==> src/verilog/ccs_pkg.sv <==
// =====================================================================
// Shared constants for the cell conversion sequencer and its controller.
// =====================================================================
package ccs_pkg;

  // Clock period of mclk_i in nanoseconds.
  localparam int CLK_NS = 50;

  // Control word layout.
  localparam int CTRL_W      = 16;
  localparam int CHSEL_HI    = 15;
  localparam int CHSEL_LO    = 14;
  localparam int ACQSEL_HI   = 6;
  localparam int ACQSEL_LO   = 5;
  localparam int CNV_CS_BIT  = 0;
  localparam logic [CTRL_W-1:0] CTRL_RESET = 16'h0000;

  // Channel select field encodings.
  localparam logic [1:0] CHSEL_ALL   = 2'h0;
  localparam logic [1:0] CHSEL_ODD_T = 2'h1;
  localparam logic [1:0] CHSEL_VOLT  = 2'h2;
  localparam logic [1:0] CHSEL_TEST  = 2'h3;

  // Channel numbers on the multiplexer and result indices.
  localparam int CH_W = 4;
  localparam logic [CH_W-1:0] CH_CELL1 = 4'h0;
  localparam logic [CH_W-1:0] CH_CELL6 = 4'h5;
  localparam logic [CH_W-1:0] CH_TEMP1 = 4'h6;
  localparam logic [CH_W-1:0] CH_TEMP5 = 4'ha;
  localparam logic [CH_W-1:0] CH_TEMP6 = 4'hb;
  localparam logic [CH_W-1:0] CH_BGAP  = 4'hc;
  localparam logic [CH_W-1:0] CH_NONE  = 4'hf;
  localparam int NUM_RES = 13;
  localparam int CODE_W  = 12;

  // Acquisition and conversion timing.
  localparam int ACQ_STEP_NS  = 400;
  localparam int ACQ_STEP_CYC = (ACQ_STEP_NS + CLK_NS - 1) / CLK_NS;
  localparam int CONV_TIME_NS = 600;
  localparam int CONV_CYC     = (CONV_TIME_NS + CLK_NS - 1) / CLK_NS;
  localparam int CNT_W        = 6;

  // Daisy chain forwarding delay and pulse width.
  localparam int CHAIN_DELAY_NS = 250;
  localparam int CHAIN_CYC      = (CHAIN_DELAY_NS + CLK_NS - 1) / CLK_NS;
  localparam int CHAIN_PULSE_NS = 200;
  localparam int CHAIN_PULSE    = (CHAIN_PULSE_NS + CLK_NS - 1) / CLK_NS;
  localparam int FWD_W          = 5;

  // Controller waits.
  localparam int SETTLE_US  = 90;
  localparam int SETTLE_CYC = (SETTLE_US * 1000 + CLK_NS - 1) / CLK_NS;
  localparam int SETTLE_W   = 11;
  localparam int TWAIT_US   = 5;
  localparam int TWAIT_CYC  = (TWAIT_US * 1000 + CLK_NS - 1) / CLK_NS;
  localparam int TWAIT_W    = 7;
  localparam int SCLK_HALF  = 4;
  localparam int DIV_W      = 3;
  localparam int BITS_W     = 5;
  localparam int CNV_LOW_CYC = 8;

  // Link synchroniser slots in the device.
  localparam int SY_SCLK  = 0;
  localparam int SY_CS    = 1;
  localparam int SY_SDI   = 2;
  localparam int SY_CNV   = 3;
  localparam int SY_CHAIN = 4;
  localparam int SY_W     = 5;

  // Sequencer states of the device.
  typedef enum logic [1:0] {DS_IDLE, DS_CONV, DS_ACQ} ccs_dev_st_t;

  // Controller states.
  typedef enum logic [1:0] {HS_IDLE, HS_SHIFT} ccs_host_st_t;

endpackage

==> src/verilog/ccs_link_if.sv <==
`timescale 1ns/1ns
// =====================================================================
// Serial and start link between controller and device.
// =====================================================================
interface ccs_link_if;
  logic sclk;            // Serial clock made by the controller.
  logic cs_n;            // Chip select, active low.
  logic sdi;             // Serial control data, MSB first.
  logic convert_start_n; // Dedicated start pin, active low.
  logic busy;            // Device sequence in progress.

  // Controller end.
  modport host (output sclk, output cs_n, output sdi, output convert_start_n, input busy);
  // Device end.
  modport dev (input sclk, input cs_n, input sdi, input convert_start_n, output busy);
endinterface

==> src/verilog/ccs_device.sv <==
`timescale 1ns/1ns
module ccs_device
  import ccs_pkg::*;
(
  // Clock and reset.
  input  wire logic              mclk_i,
  input  wire logic              sys_rst_i,
  // Link to the controller.
  ccs_link_if.dev                link,
  // Daisy chain start from below and to above.
  input  wire logic              chain_start_i,
  output logic                   chain_start_o,
  // Converter front end.
  input  wire logic [CODE_W-1:0] conv_code_i,
  output logic                   hold_o,
  output logic [CH_W-1:0]        mux_sel_o,
  output logic                   eoc_o,
  // Result readback.
  input  wire logic [CH_W-1:0]   rd_idx_i,
  output logic [CODE_W-1:0]      rd_data_o,
  // Current control word.
  output logic [CTRL_W-1:0]      ctrl_o
);

  // ===================================================================
  // State record
  // ===================================================================
  typedef struct packed {
    logic [SY_W-1:0]                  s1;    // First synchroniser stage.
    logic [SY_W-1:0]                  s2;    // Second synchroniser stage.
    logic [SY_W-1:0]                  prev;  // Delayed copy for edges.
    logic [CTRL_W-1:0]                shift; // Incoming control bits.
    logic [BITS_W-1:0]                bits;  // Bits seen in this frame.
    logic [CTRL_W-1:0]                ctrl;  // Active control word.
    ccs_dev_st_t                      st;    // Sequencer state.
    logic [CNT_W-1:0]                 cnt;   // Phase countdown.
    logic [CH_W-1:0]                  chan;  // Multiplexer selection.
    logic                             hold;  // Track-and-hold in hold.
    logic                             busy;  // Sequence running.
    logic                             eoc;   // End of conversion pulse.
    logic [NUM_RES-1:0][CODE_W-1:0]   res;   // Result store.
    logic [CODE_W-1:0]                rd;    // Registered read data.
    logic [FWD_W-1:0]                 fwd;   // Chain forward countdown.
    logic                             chain; // Chain start output.
  } ccs_dev_state_t;

  ccs_dev_state_t state_reg;   // Registered state.
  ccs_dev_state_t state_next;  // Next state.

  // ===================================================================
  // Channel order
  // ===================================================================
  // Returns the channel after cur for the given selection, or none.
  function automatic logic [CH_W-1:0] next_chan(input logic [CH_W-1:0] cur,
                                                input logic [1:0]      sel);
    logic [CH_W-1:0] nx;
    nx = CH_NONE;
    if (cur > CH_CELL1 && cur <= CH_CELL6) begin
      // Cells walk downward.
      nx = cur - 4'h1;
    end else if (cur == CH_CELL1) begin
      // Temperatures follow unless voltages only were chosen.
      nx = (sel == CHSEL_ALL || sel == CHSEL_ODD_T) ? CH_TEMP1 : CH_NONE;
    end else if (sel == CHSEL_ALL && cur >= CH_TEMP1 && cur < CH_TEMP6) begin
      // Every temperature channel in ascending order.
      nx = cur + 4'h1;
    end else if (sel == CHSEL_ODD_T && cur >= CH_TEMP1 && cur < CH_TEMP5) begin
      // Temperatures one, three and five.
      nx = cur + 4'h2;
    end
    return nx;
  endfunction

  // ===================================================================
  // Next-state logic
  // ===================================================================
  logic                 sclk_rise;  // Serial clock rising edge.
  logic                 cs_rise;    // Chip select released.
  logic                 cs_fall;    // Chip select asserted.
  logic                 cnv_fall;   // Start pin falling edge.
  logic                 chain_rise; // Start from device below.
  logic                 cs_start;   // Start requested by control write.
  logic                 go;         // Any start request.
  logic [CNT_W-1:0]     acq_cyc;    // Acquisition length in cycles.
  logic [CH_W-1:0]      nx_chan;    // Channel after the current one.

  // Computes the whole next state from the current one and the inputs.
  always_comb begin
    state_next     = state_reg;
    state_next.s1  = {chain_start_i, link.convert_start_n, link.sdi, link.cs_n, link.sclk};
    state_next.s2  = state_reg.s1;
    state_next.prev = state_reg.s2;
    state_next.eoc = 1'b0;
    sclk_rise  = state_reg.s2[SY_SCLK] & ~state_reg.prev[SY_SCLK];
    cs_rise    = state_reg.s2[SY_CS] & ~state_reg.prev[SY_CS];
    cs_fall    = ~state_reg.s2[SY_CS] & state_reg.prev[SY_CS];
    cnv_fall   = ~state_reg.s2[SY_CNV] & state_reg.prev[SY_CNV];
    chain_rise = state_reg.s2[SY_CHAIN] & ~state_reg.prev[SY_CHAIN];
    cs_start   = 1'b0;
    nx_chan    = CH_NONE;

    // Serial control frame: bits enter on sclk rising while selected.
    if (cs_fall) begin
      state_next.bits = '0;
    end else if (sclk_rise && !state_reg.s2[SY_CS]) begin
      state_next.shift = {state_reg.shift[CTRL_W-2:0], state_reg.s2[SY_SDI]};
      if (state_reg.bits != BITS_W'(CTRL_W)) begin
        state_next.bits = state_reg.bits + 5'h1;
      end
    end
    // A complete word is taken when chip select rises.
    if (cs_rise && state_reg.bits == BITS_W'(CTRL_W)) begin
      state_next.ctrl = state_reg.shift;
      cs_start = state_reg.shift[CNV_CS_BIT];
    end

    go = cnv_fall | cs_start | chain_rise;
    acq_cyc = CNT_W'((32'(state_next.ctrl[ACQSEL_HI:ACQSEL_LO]) + 32'd1) * ACQ_STEP_CYC);

    // Sequencer.
    case (state_reg.st)
      DS_IDLE: begin
        state_next.hold = 1'b0;
        state_next.chan = CH_CELL6;
        if (go) begin
          state_next.hold = 1'b1;
          state_next.chan = (state_next.ctrl[CHSEL_HI:CHSEL_LO] == CHSEL_TEST) ?
                            CH_BGAP : CH_CELL6;
          state_next.cnt  = CNT_W'(CONV_CYC - 1);
          state_next.busy = 1'b1;
          state_next.st   = DS_CONV;
          state_next.fwd  = FWD_W'(CHAIN_CYC + CHAIN_PULSE);
        end
      end
      DS_CONV: begin
        if (state_reg.cnt == '0) begin
          state_next.res[state_reg.chan] = conv_code_i;
          state_next.eoc = 1'b1;
          state_next.hold = 1'b0;
          nx_chan = next_chan(state_reg.chan, state_reg.ctrl[CHSEL_HI:CHSEL_LO]);
          if (nx_chan == CH_NONE) begin
            state_next.chan = CH_CELL6;
            state_next.busy = 1'b0;
            state_next.st   = DS_IDLE;
          end else begin
            state_next.chan = nx_chan;
            state_next.cnt  = acq_cyc - 6'h1;
            state_next.st   = DS_ACQ;
          end
        end else begin
          state_next.cnt = state_reg.cnt - 6'h1;
        end
      end
      DS_ACQ: begin
        if (state_reg.cnt == '0) begin
          state_next.hold = 1'b1;
          state_next.cnt  = CNT_W'(CONV_CYC - 1);
          state_next.st   = DS_CONV;
        end else begin
          state_next.cnt = state_reg.cnt - 6'h1;
        end
      end
      default: begin
        state_next.st = DS_IDLE;
      end
    endcase

    // Chain output pulses once the forwarding delay has passed.
    // Only an accepted start reloads the count; one seen while busy must not stall it.
    if (state_reg.fwd != '0 && !(go && state_reg.st == DS_IDLE)) begin
      state_next.fwd = state_reg.fwd - 5'h1;
    end
    state_next.chain = (state_next.fwd != '0) && (state_next.fwd <= FWD_W'(CHAIN_PULSE));

    state_next.rd = (rd_idx_i < CH_W'(NUM_RES)) ? state_next.res[rd_idx_i] : '0;
  end

  // ===================================================================
  // State register
  // ===================================================================
  // Registers the whole state; reset puts the sequencer idle with the top cell selected.
  always_ff @(posedge mclk_i) begin
    if (sys_rst_i) begin
      state_reg      <= '0;
      state_reg.s1   <= {SY_W{1'b1}};
      state_reg.s2   <= {SY_W{1'b1}};
      state_reg.prev <= {SY_W{1'b1}};
      state_reg.ctrl <= CTRL_RESET;
      state_reg.st   <= DS_IDLE;
      state_reg.chan <= CH_CELL6;
    end else begin
      state_reg <= state_next;
    end
  end

  // ===================================================================
  // Outputs
  // ===================================================================
  // Every output is a direct flip-flop copy.
  assign link.busy     = state_reg.busy;
  assign chain_start_o = state_reg.chain;
  assign hold_o        = state_reg.hold;
  assign mux_sel_o     = state_reg.chan;
  assign eoc_o         = state_reg.eoc;
  assign rd_data_o     = state_reg.rd;
  assign ctrl_o        = state_reg.ctrl;

endmodule

==> src/flat_wrapper.sv <==
// flat-port wrapper written by rule: the top's interface ports become plain ports
module ccs_device_flat import ccs_pkg::*;
  (mclk_i, sys_rst_i, chain_start_i, chain_start_o, conv_code_i, hold_o, mux_sel_o, eoc_o, rd_idx_i, rd_data_o, ctrl_o, link_sclk, link_cs_n, link_sdi, link_convert_start_n, link_busy);
  ccs_link_if link_i ();
  input  wire logic mclk_i;
  input  wire logic sys_rst_i;
  input  wire logic chain_start_i;
  output logic chain_start_o;
  input  wire logic [CODE_W-1:0] conv_code_i;
  output logic hold_o;
  output logic [CH_W-1:0] mux_sel_o;
  output logic eoc_o;
  input  wire logic [CH_W-1:0] rd_idx_i;
  output logic [CODE_W-1:0] rd_data_o;
  output logic [CTRL_W-1:0] ctrl_o;
  input wire logic [$bits(link_i.sclk)-1:0] link_sclk;
  input wire logic [$bits(link_i.cs_n)-1:0] link_cs_n;
  input wire logic [$bits(link_i.sdi)-1:0] link_sdi;
  input wire logic [$bits(link_i.convert_start_n)-1:0] link_convert_start_n;
  output wire logic [$bits(link_i.busy)-1:0] link_busy;
  assign link_i.sclk = link_sclk;
  assign link_i.cs_n = link_cs_n;
  assign link_i.sdi = link_sdi;
  assign link_i.convert_start_n = link_convert_start_n;
  assign link_busy = link_i.busy;
  ccs_device u_core (.mclk_i(mclk_i), .sys_rst_i(sys_rst_i), .link(link_i), .chain_start_i(chain_start_i), .chain_start_o(chain_start_o), .conv_code_i(conv_code_i), .hold_o(hold_o), .mux_sel_o(mux_sel_o), .eoc_o(eoc_o), .rd_idx_i(rd_idx_i), .rd_data_o(rd_data_o), .ctrl_o(ctrl_o));
endmodule
==> config.mk <==
export PLATFORM = sky130hd
export DESIGN_NAME = ccs_device_flat
export DESIGN_NICKNAME = d
export VERILOG_FILES = /design/src/verilog/ccs_pkg.sv /design/src/verilog/ccs_link_if.sv /design/src/verilog/ccs_device.sv /design/src/flat_wrapper.sv
export SDC_FILE = /design/constraint.sdc
export NUM_CORES = 1
export LEC_CHECK = 0
export ABC_AREA = 1
export BUFFER_PORTS_ARGS = -buffer_cell sky130_fd_sc_hd__buf_2
export CORE_ASPECT_RATIO = 1.2
export CORE_MARGIN = 8
export CORE_UTILIZATION = 60
export CTS_BUF_LIST = sky130_fd_sc_hd__clkbuf_16
export DETAILED_ROUTE_END_ITERATION = 8
export PLACE_DENSITY_LB_ADDON = 0.05
export REMOVE_ABC_BUFFERS = 1
export SYNTH_ARGS = -nofsm -noshare
export SYNTH_HDL_FRONTEND = slang
export SYNTH_SLANG_ARGS = --single-unit
==> constraint.sdc <==
create_clock -name mclk_i -period 2.6 [get_ports mclk_i]
set_input_delay 0.26 -clock mclk_i [delete_from_list [all_inputs] [get_ports mclk_i]]
set_output_delay 0.26 -clock mclk_i [all_outputs]
set_load 0.05 [all_outputs]
==> out/qor.yml <==
finish:
  final_util_pct: 66.0
  fillers: 1845
  multiInputGateArea_um2: 5400
  layout.nets: 1826
  fin_area_um2: 12800
  largest_reg_flops: 194
  syn2layout_area_growth_pct: 8.85
  final_common_cell: "nand2_1"
  drive_above_1_share_pct: 9.60
  seqCellArea_um2: 4800
  layout_common_cells: "nand2_1 (492), dfxtp_1 (240), inv_1 (230), nor2_1 (230), nand3_1 (162)"
  n_antenna_cell: 0
clock_tree:
  ctsLongestPathBuffers: 3
  insertion_delay_ps: 520
  htree_levels: 1
  root_buffer: "clkbuf_16"
  numCtsBuffers: 25
  cts_tree: "done"
  clk_pin_slew_ps: 60
  clock-sinks: 240
pwr:
  leakage_nw: 6.13
  p_per_area_nw_per_um2: 724
  p_int_mw: 6.31
  p_switching_mw: 2.96
  seqPwrFrac_pct: 42.4
  sw_frac_of_total_pct: 31.9
  vdd_ir_drop_max_v: 0.000543
  power.share.combinational_pct: 22.6
  p_clk_share_pct: 35.0
synth:
  syn_area_per_cell_um2: 6.57
  ys_types: 40
  netlist_area_um2: 11800
  yosys_warnings: 0
  synth-main-ff-cell: "dfxtp_1"
  async_reset_ff_share_pct: 0
  synth_edf_count: 0
  synth_cells: 1793
  yosysSeqAreaShare_pct: 40.8
  synth_seq_cells: 240
route:
  antenna_left: 0
  dr.pass1.iters: 6
  drc: 0
  drt_iter0_markers: 669
  finalWirelength_um: 30400
  avgViaCountPerCell: 5.23
  num_vias: 10800
  avgRoutedWirePerCell_um: 14.7
placed_design:
  dpl_cell_area_um2: 11900
  portBuffers: 58
  place.gp.congestion: 0.958
  place_hpwl_um: 20800
worst_setup_path:
  critPathTopFamily: "simple AND/OR/NAND/NOR gates"
  criticalPathCategory: "reg2reg"
  worst-path-stages: 20
  reg2regPathDepth: 20
  critPathSlowestCell: "dfxtp_1"
  cp.arrival_ps: 2830
  worst_ep_required_time_ps: 3010
  crit_path_cell_trace: "inv_1, ha_2, nand3_2, nor2_4, nand3_4, nor2_4, buf_12, buf_6, nand2_1, buf_4, inv_2, nand2_1, nand3_1, nand2_1, inv_1, nand2_1, nand2_1, nand2_1, nand2_1, nor2_1"
  cp_num_buf_inv: 6
  cp-end-kind: "flop"
  cp_max_fo: 13
  max_stage_delay_ps: 310
  critPathMostFrequentCell: "nand2_1"
  start_kind: "flop"
global_routing:
  grt_max_degree: 92
  grt_pass1_vias: 10300
  antenna_found_initial: 0
  gr-usage-all-layers_pct: 25.0
  grt_pass1_wl_um: 49700
  grt_overflow: 0
die:
  ioPinCount: 59
  initial_utilization_pct: 60.6
  die_w_um: 144
  rows: 56
  design.core.area_um2: 19400
  dieHeight_um: 169
  dieArea_um2: 24400
timing:
  worst_pin_slew_ps: 589
  slew_viol_final: 0
  clock_skew_ps: 11.3
  fmax_ghz: 0.413
  relSlewSlack_pct: 60.3
  hold_viol: 0
  period_share_pct: 93.1
  min_period_ps: 2420
  setup_viol: 0
outcome:
  status: "completed"
hold_path:
  hold_class: "in2reg"
  hold_depth: 3
run:
  drv_cap: 0
## routing by layer
layer / GRT usage (%) / vias up / share of wire, %
met3: 2.90 / 87 / 4.9
met2: 45.1 / 290 / 50
li1: - / 5510 / -
met4: 14.4 / 0 / 5.2
met5: 0 / - / 0
met1: 27.8 / 4896 / 40
## final timing paths
path                                          endpoint              startpoint  slack [ps]
worst max-delay path               u_core.rd_data_o[1]   u_core.state_reg[181]         180
worst max register to register     u_core.rd_data_o[1]   u_core.state_reg[181]         180
worst min register to register  u_core.state_next[228]  u_core.state_next[233]         410
worst min-delay path              u_core.state_reg[62]          conv_code_i[8]         110
## synthesized netlist by cell type, types with 6 or more instances
library cell | count | area share, %
inv_1 | 226 | 7.2
nand4_1 | 10 | 0.53
dfxtp_1 | 240 | 41
o21ai_0 | 58 | 2.5
nand3_1 | 163 | 6.9
inv_2 | 10 | 0.32
buf_2 | 22 | 0.94
buf_4 | 37 | 2.4
ha_1 | 15 | 1.6
o21a_1 | 13 | 0.83
a21oi_1 | 100 | 4.3
nand2_1 | 493 | 16
or2_2 | 13 | 0.69
nor3_1 | 6 | 0.26
buf_1 | 9 | 0.29
o21ai_1 | 43 | 1.8
nor2_1 | 233 | 7.4
clkbuf_1 | 56 | 1.8
## worst min-delay path, stage by stage
cell and delay, ps:
buf_2 160, nand2_1 100, a21oi_1 60
## power by group through the flow
stage                     Sequential, mW  Clock (mW)  Combinational (mW)
after floorplan                     4.16           0                1.28
after global placement              4.01           0                2.01
after detailed placement            4.01           0                2.03
after CTS                           3.93        3.31                2.04
after global routing                3.95        3.44                2.36
final                               3.93        3.24                2.10
## through the flow
stage | hold WS, ps | power, mW | instances | setup slack [ps] | TNS [ps]
finish | 112 | 9.27 | 2063 | 179 | 0
global route | 120 | 9.74 | 2063 | -16.7 | -17.3
CTS | 104 | 9.28 | 2059 | 55.0 | 0
detailed placement | 395 | 6.04 | 2013 | 62.7 | 0
global placement | 398 | 6.01 | 2013 | 110 | 0
floorplan | 329 | 5.44 | 1662 | -360 | -4870
## repair_timing
item,CTS,global route
gates resized for setup,0,20
endpoints found under the setup margin,0,21
hold buffers,5,0
hold endpoints to repair,5,0
setup buffers,0,4
## cell families after synthesis
logic type | share of synthesized area (%)
XOR/XNOR | 0.595
AND/OR/NAND/NOR | 33.5
adder cells (fa/ha/maj) | 1.59
AO/OA/AOI/OAI | 9.74
multiplexers | 0.0850
buffers and inverters | 13.7
flip-flops | 40.8
## cell type report
cell class / count / area share (%)
Clock inverter: 16 / 0.732
Inverter: 238 / 7.06
Tap cell: 261 / 2.55
Multi-Input combinational cell: 1184 / 42.1
Timing Repair Buffer: 99 / 5.17
Clock buffer: 25 / 4.88
Sequential cell: 240 / 37.5
Note: power is estimated with default switching activity, not from simulation.
